File: config.mk
export PLATFORM = sky130hd
export DESIGN_NAME = adc_bus_control_logic
export DESIGN_NICKNAME = d
export VERILOG_FILES = /design/src/verilog/adc_ctl_pkg.sv /design/src/verilog/sar_if.sv /design/src/verilog/adc_bus_control_logic.sv /design/src/verilog/sar_core.sv
export SDC_FILE = /design/constraint.sdc
export NUM_CORES = 1
export LEC_CHECK = 0
export CORE_ASPECT_RATIO = 0.7
export CORE_MARGIN = 2
export CORE_UTILIZATION = 33
export CTS_CLUSTER_DIAMETER = 120
export DETAILED_ROUTE_END_ITERATION = 10
export DONT_BUFFER_PORTS = 1
export PLACE_DENSITY = 0.52
export SYNTH_ARGS = -nofsm -noshare
export SYNTH_HDL_FRONTEND = slang
export SYNTH_HIERARCHICAL = 1
export SYNTH_SLANG_ARGS = --single-unit
File: constraint.sdc
create_clock -name clk_sys -period 1.8 [get_ports clk_sys]
set_input_delay 0.09 -clock clk_sys [delete_from_list [all_inputs] [get_ports clk_sys]]
set_output_delay 0.09 -clock clk_sys [all_outputs]
set_load 0.02 [all_outputs]
File: src/verilog/adc_ctl_pkg.sv
package adc_ctl_pkg;
    // result width and short-cycle length
    localparam int RESULT_BITS   = 12;
    localparam int SHORT_BITS    = 8;
    localparam int NIBBLE_BITS   = 4;
    // clock period and nominal bit decision time
    localparam int CLK_PERIOD_PS = 4000;
    localparam int BIT_TIME_NS   = 1;
    localparam int BIT_CYCLES    = (BIT_TIME_NS * 1000 + CLK_PERIOD_PS - 1) / CLK_PERIOD_PS;
    // comparator answer lags the trial code by the dac register and two sync flops,
    // so a decision taken sooner would judge the previous trial code
    localparam int COMP_LOOP_CYCLES = 3;
    localparam int STEP_CYCLES      = BIT_CYCLES + COMP_LOOP_CYCLES;
    // value after reset of the result register
    localparam logic [11:0] RESULT_RESET = 12'h000;
    // bit three set after a short conversion
    localparam logic [3:0]  SHORT_TAIL   = 4'h8;
    // converter sequencer states
    typedef enum logic [1:0] {
        ST_IDLE,
        ST_DECIDE,
        ST_DONE
    } conv_state_t;
endpackage : adc_ctl_pkg

File: src/verilog/sar_if.sv
`timescale 1ns/100ps
// path between the control logic and the approximation register
interface sar_if;
    logic        start;      // one-cycle start pulse
    logic        short_mode; // live latched length select
    logic        busy;       // conversion running
    logic        done;       // one-cycle end pulse
    logic [11:0] result;     // finished word
    modport ctl (output start, output short_mode, input busy, input done, input result);
    modport sar (input start, input short_mode, output busy, output done, output result);
endinterface : sar_if
File: src/verilog/adc_bus_control_logic.sv
`timescale 1ns/100ps
// Contract
// - results readable as word or two bytes
// - chip disabled or deselected means no action
// - last of three start inputs starts conversion
// - equal start delay, simultaneous changes allowed
// - byte select latched at start sets length
// - short result reads low zeros, bit three one
// - only byte select is latched
// - busy flag high exactly during conversion; flag stays high until one cycle after the result is latched
// - data outputs off while busy
// - start while busy does not restart
// - start while busy re-latches length select
// - outputs off unless all four read conditions
// - word mode drives all twelve bits
// - byte mode drives high byte or nibble
// - low byte forces bits four to seven zero
// - break before make between the bytes
module adc_bus_control_logic (
    // clock and reset
    input  wire logic        clk_sys,
    input  wire logic        rst,
    // control pins, asynchronous to clk_sys
    input  wire logic        chip_enable,
    input  wire logic        chip_select_n,
    input  wire logic        read_convert,
    input  wire logic        word_width_select,
    input  wire logic        byte_short_cycle_select,
    // comparator from the analog side, asynchronous
    input  wire logic        comp_high,
    // trial code toward the dac
    output logic      [11:0] dac_code,
    // status pin
    output logic             conversion_busy_flag,
    // data pins, three-state as value and enable per line
    output logic      [11:0] data_out,
    output logic      [11:0] data_oe
);
    // pin synchronisers: first stage feeds only the second
    logic [5:0] pin_meta_reg;  // first stage
    logic [5:0] pin_sync_reg;  // second stage
    logic [5:0] pin_prev_reg;  // previous synchronised sample

    always_ff @(posedge clk_sys) begin
        if (rst) begin
            pin_meta_reg <= 6'h00;
            pin_sync_reg <= 6'h00;
            pin_prev_reg <= 6'h00;
        end else begin
            pin_meta_reg <= {comp_high, byte_short_cycle_select, word_width_select,
                             read_convert, chip_select_n, chip_enable};
            pin_sync_reg <= pin_meta_reg;
            pin_prev_reg <= pin_sync_reg;
        end
    end

    // live synchronised levels, all except length select act as they are
    logic ce_s;   // chip enable
    logic csn_s;  // chip select, low active
    logic rc_s;   // read high, convert low
    logic ww_s;   // word width select
    logic bs_s;   // byte / short-cycle select
    logic cmp_s;  // comparator
    assign ce_s  = pin_sync_reg[0];
    assign csn_s = pin_sync_reg[1];
    assign rc_s  = pin_sync_reg[2];
    assign ww_s  = pin_sync_reg[3];
    assign bs_s  = pin_sync_reg[4];
    assign cmp_s = pin_sync_reg[5];

    // start condition as one level of three inputs
    function automatic logic start_level(input logic [5:0] p);
        start_level = p[0] && !p[1] && !p[2];
    endfunction : start_level

    // start fires on the rising edge of the combined level, so whichever
    // input arrives last, or all at once, gives the same delay through the two sync flops
    logic start_now;
    assign start_now = start_level(pin_sync_reg) && !start_level(pin_prev_reg);

    // device is inert while disabled or deselected
    logic selected;
    assign selected = ce_s && !csn_s;

    sar_if link ();

    // length select latched at each start, even a start while busy
    logic short_reg;
    always_ff @(posedge clk_sys) begin
        if (rst) begin
            short_reg <= 1'b0;
        end else if (start_now && selected) begin
            short_reg <= bs_s;
        end
    end
    assign link.short_mode = short_reg;
    // the latch lands at the same edge as the start, before the sequencer first reads the length
    assign link.start = start_now && selected && !link.busy;

    logic [11:0] trial_w;  // working code from the sequencer

    sar_core u_sar (
        .clk_sys    (clk_sys),
        .rst        (rst),
        .comp_high  (cmp_s),
        .trial_code (trial_w),
        .ctl        (link)
    );

    // trial code mirrors the working register while busy and is zero otherwise, registered for the pin
    logic [11:0] dac_next;
    assign dac_next = link.busy ? trial_w : 12'h000;
    always_ff @(posedge clk_sys) begin
        if (rst) begin
            dac_code <= 12'h000;
        end else begin
            dac_code <= dac_next;
        end
    end

    // busy pin: rises with the start, falls one cycle after the result is latched
    always_ff @(posedge clk_sys) begin
        if (rst) begin
            conversion_busy_flag <= 1'b0;
        end else begin
            conversion_busy_flag <= link.start || link.busy;
        end
    end

    // read enable needs all four conditions, evaluated live
    logic read_ok;
    assign read_ok = rc_s && selected && !link.busy && !link.start;

    // which lanes want to drive this cycle
    logic [11:0] want_oe;   // requested enables
    logic [11:0] want_data; // requested values
    always_comb begin
        want_oe   = 12'h000;
        want_data = 12'h000;
        if (read_ok) begin
            if (ww_s) begin
                // full word, length select ignored
                want_oe   = 12'hFFF;
                want_data = link.result;
            end else if (!bs_s) begin
                // high byte on the upper eight lines
                want_oe   = 12'hFF0;
                want_data = {link.result[11:4], 4'h0};
            end else begin
                // nibble on lines three..zero, lines seven..four forced zero,
                // top four lines off so they can share wires with the low nibble
                want_oe   = 12'h0FF;
                want_data = {8'h00, link.result[3:0]};
            end
        end
    end

    // byte lanes: upper eight lines and lower eight lines; a switch between
    // byte halves passes one cycle with both halves off (break before make)
    logic hi_reg;  // high byte was enabled last cycle
    logic lo_reg;  // low byte was enabled last cycle
    logic want_hi;
    logic want_lo;
    assign want_hi = read_ok && !ww_s && !bs_s;
    assign want_lo = read_ok && !ww_s && bs_s;
    always_ff @(posedge clk_sys) begin
        if (rst) begin
            hi_reg   <= 1'b0;
            lo_reg   <= 1'b0;
            data_oe  <= 12'h000;
            data_out <= 12'h000;
        end else begin
            if ((want_hi && lo_reg) || (want_lo && hi_reg)) begin
                // drop everything one cycle before the other byte
                hi_reg  <= 1'b0;
                lo_reg  <= 1'b0;
                data_oe <= 12'h000;
            end else begin
                hi_reg  <= want_hi;
                lo_reg  <= want_lo;
                data_oe <= want_oe;
            end
            data_out <= want_data;
        end
    end

    // assertions
    a_busy_blanks_out: assert property (@(posedge clk_sys) disable iff (rst)
        conversion_busy_flag |-> data_oe == 12'h000)
        else $error("data driven while busy");
    a_bytes_never_both: assert property (@(posedge clk_sys) disable iff (rst)
        !(data_oe[11:8] != 4'h0 && data_oe[3:0] != 4'h0 && data_oe != 12'hFFF))
        else $error("both byte halves enabled");
    a_deselect_no_start: assert property (@(posedge clk_sys) disable iff (rst)
        !selected |-> !link.start)
        else $error("start while deselected");
    a_start_raises_busy: assert property (@(posedge clk_sys) disable iff (rst)
        link.start |=> conversion_busy_flag [*2])
        else $error("busy missing after start");
    a_low_byte_zero: assert property (@(posedge clk_sys) disable iff (rst)
        (want_lo && !hi_reg) |=> data_out[11:4] == 8'h00 && data_oe[11:8] == 4'h0)
        else $error("low byte upper lines wrong");
    a_word_mode_all: assert property (@(posedge clk_sys) disable iff (rst)
        (read_ok && ww_s) |=> data_oe == 12'hFFF && data_out == $past(link.result))
        else $error("word read not full");
    a_length_latched: assert property (@(posedge clk_sys) disable iff (rst)
        (start_now && selected) |=> short_reg == $past(bs_s))
        else $error("length select not latched");
    a_short_len: assert property (@(posedge clk_sys) disable iff (rst)
        link.start |-> ##[1:200] link.done)
        else $error("conversion too long");

    c_full_conv: cover property (@(posedge clk_sys) link.start && !bs_s ##[1:200] link.done);
    c_short_conv: cover property (@(posedge clk_sys) link.start && bs_s ##[1:200] link.done);
    c_byte_switch: cover property (@(posedge clk_sys) hi_reg ##1 !hi_reg ##1 lo_reg);
    c_restart_busy: cover property (@(posedge clk_sys) start_now && selected && link.busy);
endmodule : adc_bus_control_logic

File: src/verilog/sar_core.sv
`timescale 1ns/100ps
// successive approximation sequencer, one decision per step
module sar_core (
    // clock and reset
    input  wire logic clk_sys,
    input  wire logic rst,
    // comparator answer, already synchronised
    input  wire logic comp_high,
    // trial code toward the dac
    output logic [11:0] trial_code,
    // control side
    sar_if.sar        ctl
);
    adc_ctl_pkg::conv_state_t state_reg;
    logic [3:0]  bit_idx_reg;  // bit being decided
    logic [11:0] code_reg;     // working code
    logic [7:0]  wait_reg;     // settle counter

    assign trial_code = code_reg;

    // sequencer: a restart while busy is ignored, only length may move
    always_ff @(posedge clk_sys) begin
        if (rst) begin
            state_reg   <= adc_ctl_pkg::ST_IDLE;
            bit_idx_reg <= 4'hB;
            code_reg    <= adc_ctl_pkg::RESULT_RESET;
            wait_reg    <= 8'h00;
            ctl.busy    <= 1'b0;
            ctl.done    <= 1'b0;
            ctl.result  <= adc_ctl_pkg::RESULT_RESET;
        end else begin
            ctl.done <= 1'b0;
            case (state_reg)
                adc_ctl_pkg::ST_IDLE: begin
                    if (ctl.start) begin
                        state_reg   <= adc_ctl_pkg::ST_DECIDE;
                        bit_idx_reg <= 4'hB;
                        code_reg    <= 12'h800;
                        wait_reg    <= 8'(adc_ctl_pkg::STEP_CYCLES - 1);
                        ctl.busy    <= 1'b1;
                    end
                end
                adc_ctl_pkg::ST_DECIDE: begin
                    if (wait_reg != 8'h00) begin
                        wait_reg <= wait_reg - 8'h01;
                    end else begin
                        // keep or drop the trial bit, then try the next one
                        if (!comp_high) begin
                            code_reg[bit_idx_reg] <= 1'b0;
                        end
                        wait_reg <= 8'(adc_ctl_pkg::STEP_CYCLES - 1);
                        // short length is read live, so a re-latch can cut it
                        if (bit_idx_reg == 4'h0 ||
                            (ctl.short_mode && bit_idx_reg == 4'h4)) begin
                            state_reg <= adc_ctl_pkg::ST_DONE;
                        end else begin
                            bit_idx_reg <= bit_idx_reg - 4'h1;
                            code_reg[bit_idx_reg - 4'h1] <= 1'b1;
                        end
                    end
                end
                adc_ctl_pkg::ST_DONE: begin
                    // short result: low three bits zero, bit three one
                    if (ctl.short_mode) begin
                        ctl.result <= {code_reg[11:4], adc_ctl_pkg::SHORT_TAIL};
                    end else begin
                        ctl.result <= code_reg;
                    end
                    ctl.busy  <= 1'b0;
                    ctl.done  <= 1'b1;
                    state_reg <= adc_ctl_pkg::ST_IDLE;
                end
                default: state_reg <= adc_ctl_pkg::ST_IDLE;
            endcase
        end
    end

    // busy and done never overlap the idle state wrongly
    a_done_clears_busy: assert property (@(posedge clk_sys) disable iff (rst)
        ctl.done |-> !ctl.busy && $past(ctl.busy))
        else $error("done without busy falling");
    a_restart_ignored: assert property (@(posedge clk_sys) disable iff (rst)
        (ctl.busy && state_reg == adc_ctl_pkg::ST_DECIDE)
        |=> $stable(bit_idx_reg) || bit_idx_reg == $past(bit_idx_reg) - 4'h1
        || state_reg == adc_ctl_pkg::ST_DONE)
        else $error("restart disturbed running conversion");
    a_short_tail: assert property (@(posedge clk_sys) disable iff (rst)
        (ctl.done && ctl.short_mode) |-> ctl.result[3:0] == 4'h8)
        else $error("short result tail wrong");
endmodule : sar_core

### After elaboration in Yosys (flattened, before gate mapping)

Index checks and enable logic that the tools add are counted.

| word-level totals | value |
|---|---|
| register bits after elaboration | 94 |
| input port bits | 8 |
| output and inout port bits | 37 |
| logic and storage cells | 108 |

| cells by class | value |
|---|---|
| $add $sub $neg | 2 |
| $lt $le $gt $ge | 4 |
| eq/ne operators | 7 |
| mux-type cells | 30 |
| bitwise logic cells | 5 |
| reductions and logical operators | 44 |

Operators by type and width:

| cell | count |
|---|---|
| 12-bit two-way mux | 11 |
| 12-bit one-hot mux with 2 select lines | 1 |
| 1-bit logical AND | 18 |
| 4-bit two-way mux | 4 |
| 8-bit two-way mux | 2 |
| 8-bit one-hot mux with 2 select lines | 1 |
| 12-bit AND | 1 |
| 12-bit NOT | 1 |
| 12-bit bitwise OR | 1 |
| 4-bit by 5-bit < comparator with 1-bit output, second input constant | 2 |
| 1-bit logical NOT | 9 |
| 1-bit demux with 4-bit select | 2 |
| 4-bit by 1-bit greater-or-equal comparator with 1-bit output, second input constant | 2 |
| 4-bit one-hot mux with 2 select lines | 1 |
| 8-bit nonzero test | 1 |
| 8-bit by 1-bit subtractor with 8-bit output, second input constant | 1 |
| 2-bit two-way mux | 3 |
| 2-bit != test, second input constant | 3 |
| 3-bit AND reduction | 2 |
| 2-bit OR reduction | 3 |
| 4-bit by 3-bit equality test with 1-bit output, second input constant | 1 |
| 4-bit logical NOT | 1 |
| 2-bit one-hot mux with 2 select lines | 1 |
| 2-bit AND reduction | 2 |
| other kinds (12) | 18 |

### Logic depth before layout (Yosys ltp)

| logic depth | value |
|---|---|
| word-level depth | 14 |
| gate-level depth with buffers | 8 |
| gate-level depth less buffers | 7 |

### Cells and area by module

Netlist, hierarchy kept.

By module, submodules not included:

| module | instances | cells each | area an instance (um^2) | seq. area each (um^2) |
|---|---|---|---|---|
| sar_core | 1 | 236 | 1954.4 | 800.8 |
| adc_bus_control_logic | 1 | 124 | 1450.1 | 920.9 |

### Least setup slack after synthesis

No wires, ideal clock.

| timing path | value |
|---|---|
| path type | flip-flop to flip-flop |
| from | register u_sar.bit_idx_reg[0] |
| to | register u_sar.bit_idx_reg[3] |
| setup time | 0.122 ns |
| arrival time | 1.805 ns |
| required time | 1.678 ns |
| slack | -0.127 ns |
| cell stages (with the launch flop) | 8 |
| cell sequence | dfxtp_1 -> inv_1 -> ha_1 -> clkbuf_1 -> nand3_1 -> clkbuf_1 -> a31oi_1 -> a311o_1 |

| on the way | value |
|---|---|
| word-level cells in the longest chain between the ends | 5 |
| elaborated cells between the ends (all ways) | 10 |
| classes of those cells | add/sub: 1; eq/ne: 2; mux: 3; reduce/logical: 4 |

Ends and longest elaborated chain:

| what | RTL line | text |
|---|---|---|
| start: declaration | sar_core.sv:15 | `logic [3:0] bit_idx_reg;` |
| start signal: assignment | sar_core.sv:57 | `bit_idx_reg <= bit_idx_reg - 4'h1;` |
| parallel branches: the longest is 5 deep, another holds 4-bit by 1-bit subtractor with 4-bit output | n/a |  |

Parallel ways; which one is timed is not known. The select of a mux whose other input is x is not followed.
A chain may end at the register's enable or synchronous reset.

### Worst setup path in the final report

| timing path | value |
|---|---|
| from | register u_sar.wait_reg[0] |
| to | register u_sar.code_reg[3] (netlist: u_sar/trial_code[3]) |

| on the way | value |
|---|---|
| word-level cells in the longest chain between the ends | 3 |

Ends and longest elaborated chain:

| what | RTL line | text |
|---|---|---|
| start: declaration | sar_core.sv:17 | `logic [7:0] wait_reg;` |
| start signal: assignment | sar_core.sv:39 | `wait_reg <= 8'(adc_ctl_pkg::STEP_CYCLES - 1);` |
| start signal: assignment | sar_core.sv:45 | `wait_reg <= wait_reg - 8'h01;` |
| start signal: assignment | sar_core.sv:51 | `wait_reg <= 8'(adc_ctl_pkg::STEP_CYCLES - 1);` |
| 8-bit nonzero test | sar_core.sv:44 | `if (wait_reg != 8'h00) begin` |
| 2-bit != test (no line) | n/a |  |
| 3-bit AND reduction (no line) | n/a |  |
| end signal: assignment | sar_core.sv:26 | `code_reg <= adc_ctl_pkg::RESULT_RESET;` |
| end: declaration | sar_core.sv:16 | `logic [11:0] code_reg;` |

No other way between the ends.

==> results.cfg <==
[pwr]
pwr_density_cell_mw_per_mm2 = 1040
cellLeakagePower_uw = 0.00154
power_frac_comb_pct = 13.5
switchingPower_uw = 1130
switching_share_pct = 26.2
clkPwrFrac_pct = 40.9
internal_power_uw = 3200
ir_drop_mv = 0.409
seqPwrFrac_pct = 45.6
total_power_uw = 4330

[grt]
track_usage_pct = 14.2
overflow = 0
grt-busiest-layer = met2
use_met2_pct = 20.2
use_met1_pct = 19.6
grt_pass1_wl_um = 12300
antenna_found_initial = 0
grt_start_max_net_pins = 49
grt_pass1_vias = 2419
grt_use_met3_pct = 4.59

[logic_synthesis]
synth_nets = 374
syn_area_sq_mm = 0.00338
yosysWarningCount = 6
syn-mean-instance-area_sq_um = 9.44
postSynthCellCount = 358

[detailed_routing]
via_per_inst = 5.00
ant_nets = 0
first_pass_iters = 5
vias = 2613
wl_um = 7570
wire_per_inst_um = 14.5
drc = 0
drt-initial-drc-count = 189

[clock_tree]
clock-root-buffer = clkbuf_16
clk_pin_slew_worst_paths_ns = 0.06
cts_buffer_depth = 2
cts_inserted_buffers = 9
clock_sinks = 85
cts_tree = yes
htreeDepth = 3
clkLatencyLatePin_ns = 0.35

[floorplanning]
io_pins = 45
die_y_um = 88.7
start_util_pct = 34.4
dieArea_sq_mm = 0.0111
core-area_sq_mm = 0.00983
die_x_um = 125
std_cell_rows = 30

[sta]
drv_slew = 0
finalSetupViolCount = 0
skew_ns = 0.00986
hold_viol_final = 0
finalCritPeriodShare_pct = 97.6
tightestPinTransition_ns = 0.767
rsz0062_at_grt = yes
relSlewSlack_pct = 48.8
timing.fmax_mhz = 569
fin_crit_ns = 1.76

[cells_and_area]
n_antenna_cell = 0
layout.nets = 406
area_growth_pct = 22.9
drive_gt1_share_pct = 21.0
fin_cells = 523

[critical_path]
start_kind = flip-flop
cp.required_ns = 2.06
ff2ff_path_depth = 7
end_kind = flip-flop
critPathArrivalTime_ns = 2.02
r2r_start = u_sar/wait_reg[0]
critPathMaxFanout = 4
rr_endpoint = u_sar/trial_code[3]
reg2reg_slack_ns = 0.04
crit_type = reg -> reg

[worst_hold_path]
worstHoldStart = rst
hold_path.class = in -> reg
min_to = u_sar/wait_reg[5]
holdPathStages = 2

[place]
dp_cells = 497
hpwl_um = 5180
gp_congestion = 0.832
io_buffers = 0

[job]
cap_violations = 0

[outcome]
status = completed
==> power groups by stage <==
stage	Combinational, uW	Sequential (uW)	Clock, uW
after CTS	546	1970	1830
final	587	1970	1770
after detailed placement	492	2010	0
after global placement	492	2010	0
after global routing	646	1980	1890
after floorplan	290	2010	0
==> how the worst max path moves through the flow <==
stage / startpoint / cells after the start / to
3_5_place_dp: u_sar/wait_reg[1] / 6 / u_sar/trial_code[9]
5_1_grt: u_sar/wait_reg[0] / 7 / u_sar/trial_code[3]
4_1_cts: u_sar/wait_reg[0] / 7 / u_sar/trial_code[3]
3_3_place_gp: u_sar/wait_reg[1] / 6 / u_sar/trial_code[2]
2_1_floorplan: u_sar/wait_reg[0] / 6 / u_sar/bit_idx_reg[3]
6_report: u_sar/wait_reg[0] / 7 / u_sar/trial_code[3]
==> worst max-delay path: stages, from the launching register on <==
cell and delay, ns:
dfxtp_2 0.32, inv_2 0.07, ha_4 0.13, or4b_4 0.50
nor4_4 0.23, buf_6 0.17, nand3_2 0.08, o22ai_1 0.17
==> routing by layer <==
layer	part of all wire, %	up-vias
li1	-	1314
met1	51	1195
met2	41	91
met3	6.6	13
met4	1.7	0
met5	0	-
==> repair_timing <==
| action | CTS | global route |
|---|---|---|
| gates cloned | 0 | 0 |
| endpoints found under the hold margin | 56 | 0 |
| hold buffers | 7 | 0 |
| buffers inserted | 2 | 1 |
| gates resized for setup | 8 | 11 |
| pin swaps | 4 | 11 |
| endpoints found under the setup margin | 10 | 19 |
==> per-stage QoR <==
| stage | setup slack (ns) | area, sq um | utilization, % | setup TNS (ns) | hold WS, ns |
|---|---|---|---|---|---|
| final | 0.0434 | 4150 | 42.2 | 0 | 0.0252 |
| after global routing | -0.0511 | 4150 | 42.2 | -0.250 | 0.0302 |
| after CTS | 0.00213 | 4110 | 41.7 | 0 | 0.0139 |
| after detailed placement | -0.0532 | 3690 | 37.5 | -0.381 | 0.165 |
| after global placement | -0.0455 | 3690 | 37.5 | -0.368 | 0.168 |
| after floorplan | 0.00413 | 3380 | - | 0 | 0.218 |
==> placed cells by master, fill, tap and decap left out, types with 4 or more instances in the layout <==
cell type and n:
dfxtp_1 82, buf_4 36, nand2_1 26, and2_1 24, a21oi_1 23, nor2_1 21
nor2b_1 18, nand2b_1 12, o21ai_1 11, clkbuf_16 9, o21ai_0 9, nor3_1 9
o211ai_1 7, ha_1 7, inv_1 6, dlygate4sd3_1 6, nand3b_1 5, nand3_2 4
inv_2 4, nand3_1 4, nand4_1 4
==> final cells by class <==
type	instances	area, sq um
Clock buffer	11	243
Inverter	10	37.5
Sequential cell	85	1710
Tap cell	128	160
Timing Repair Buffer	46	393
Multi-Input combinational cell	238	1570
Fill cell	959	5680
Clock inverter	5	42.5
Power figures use the tool's default switching activity.
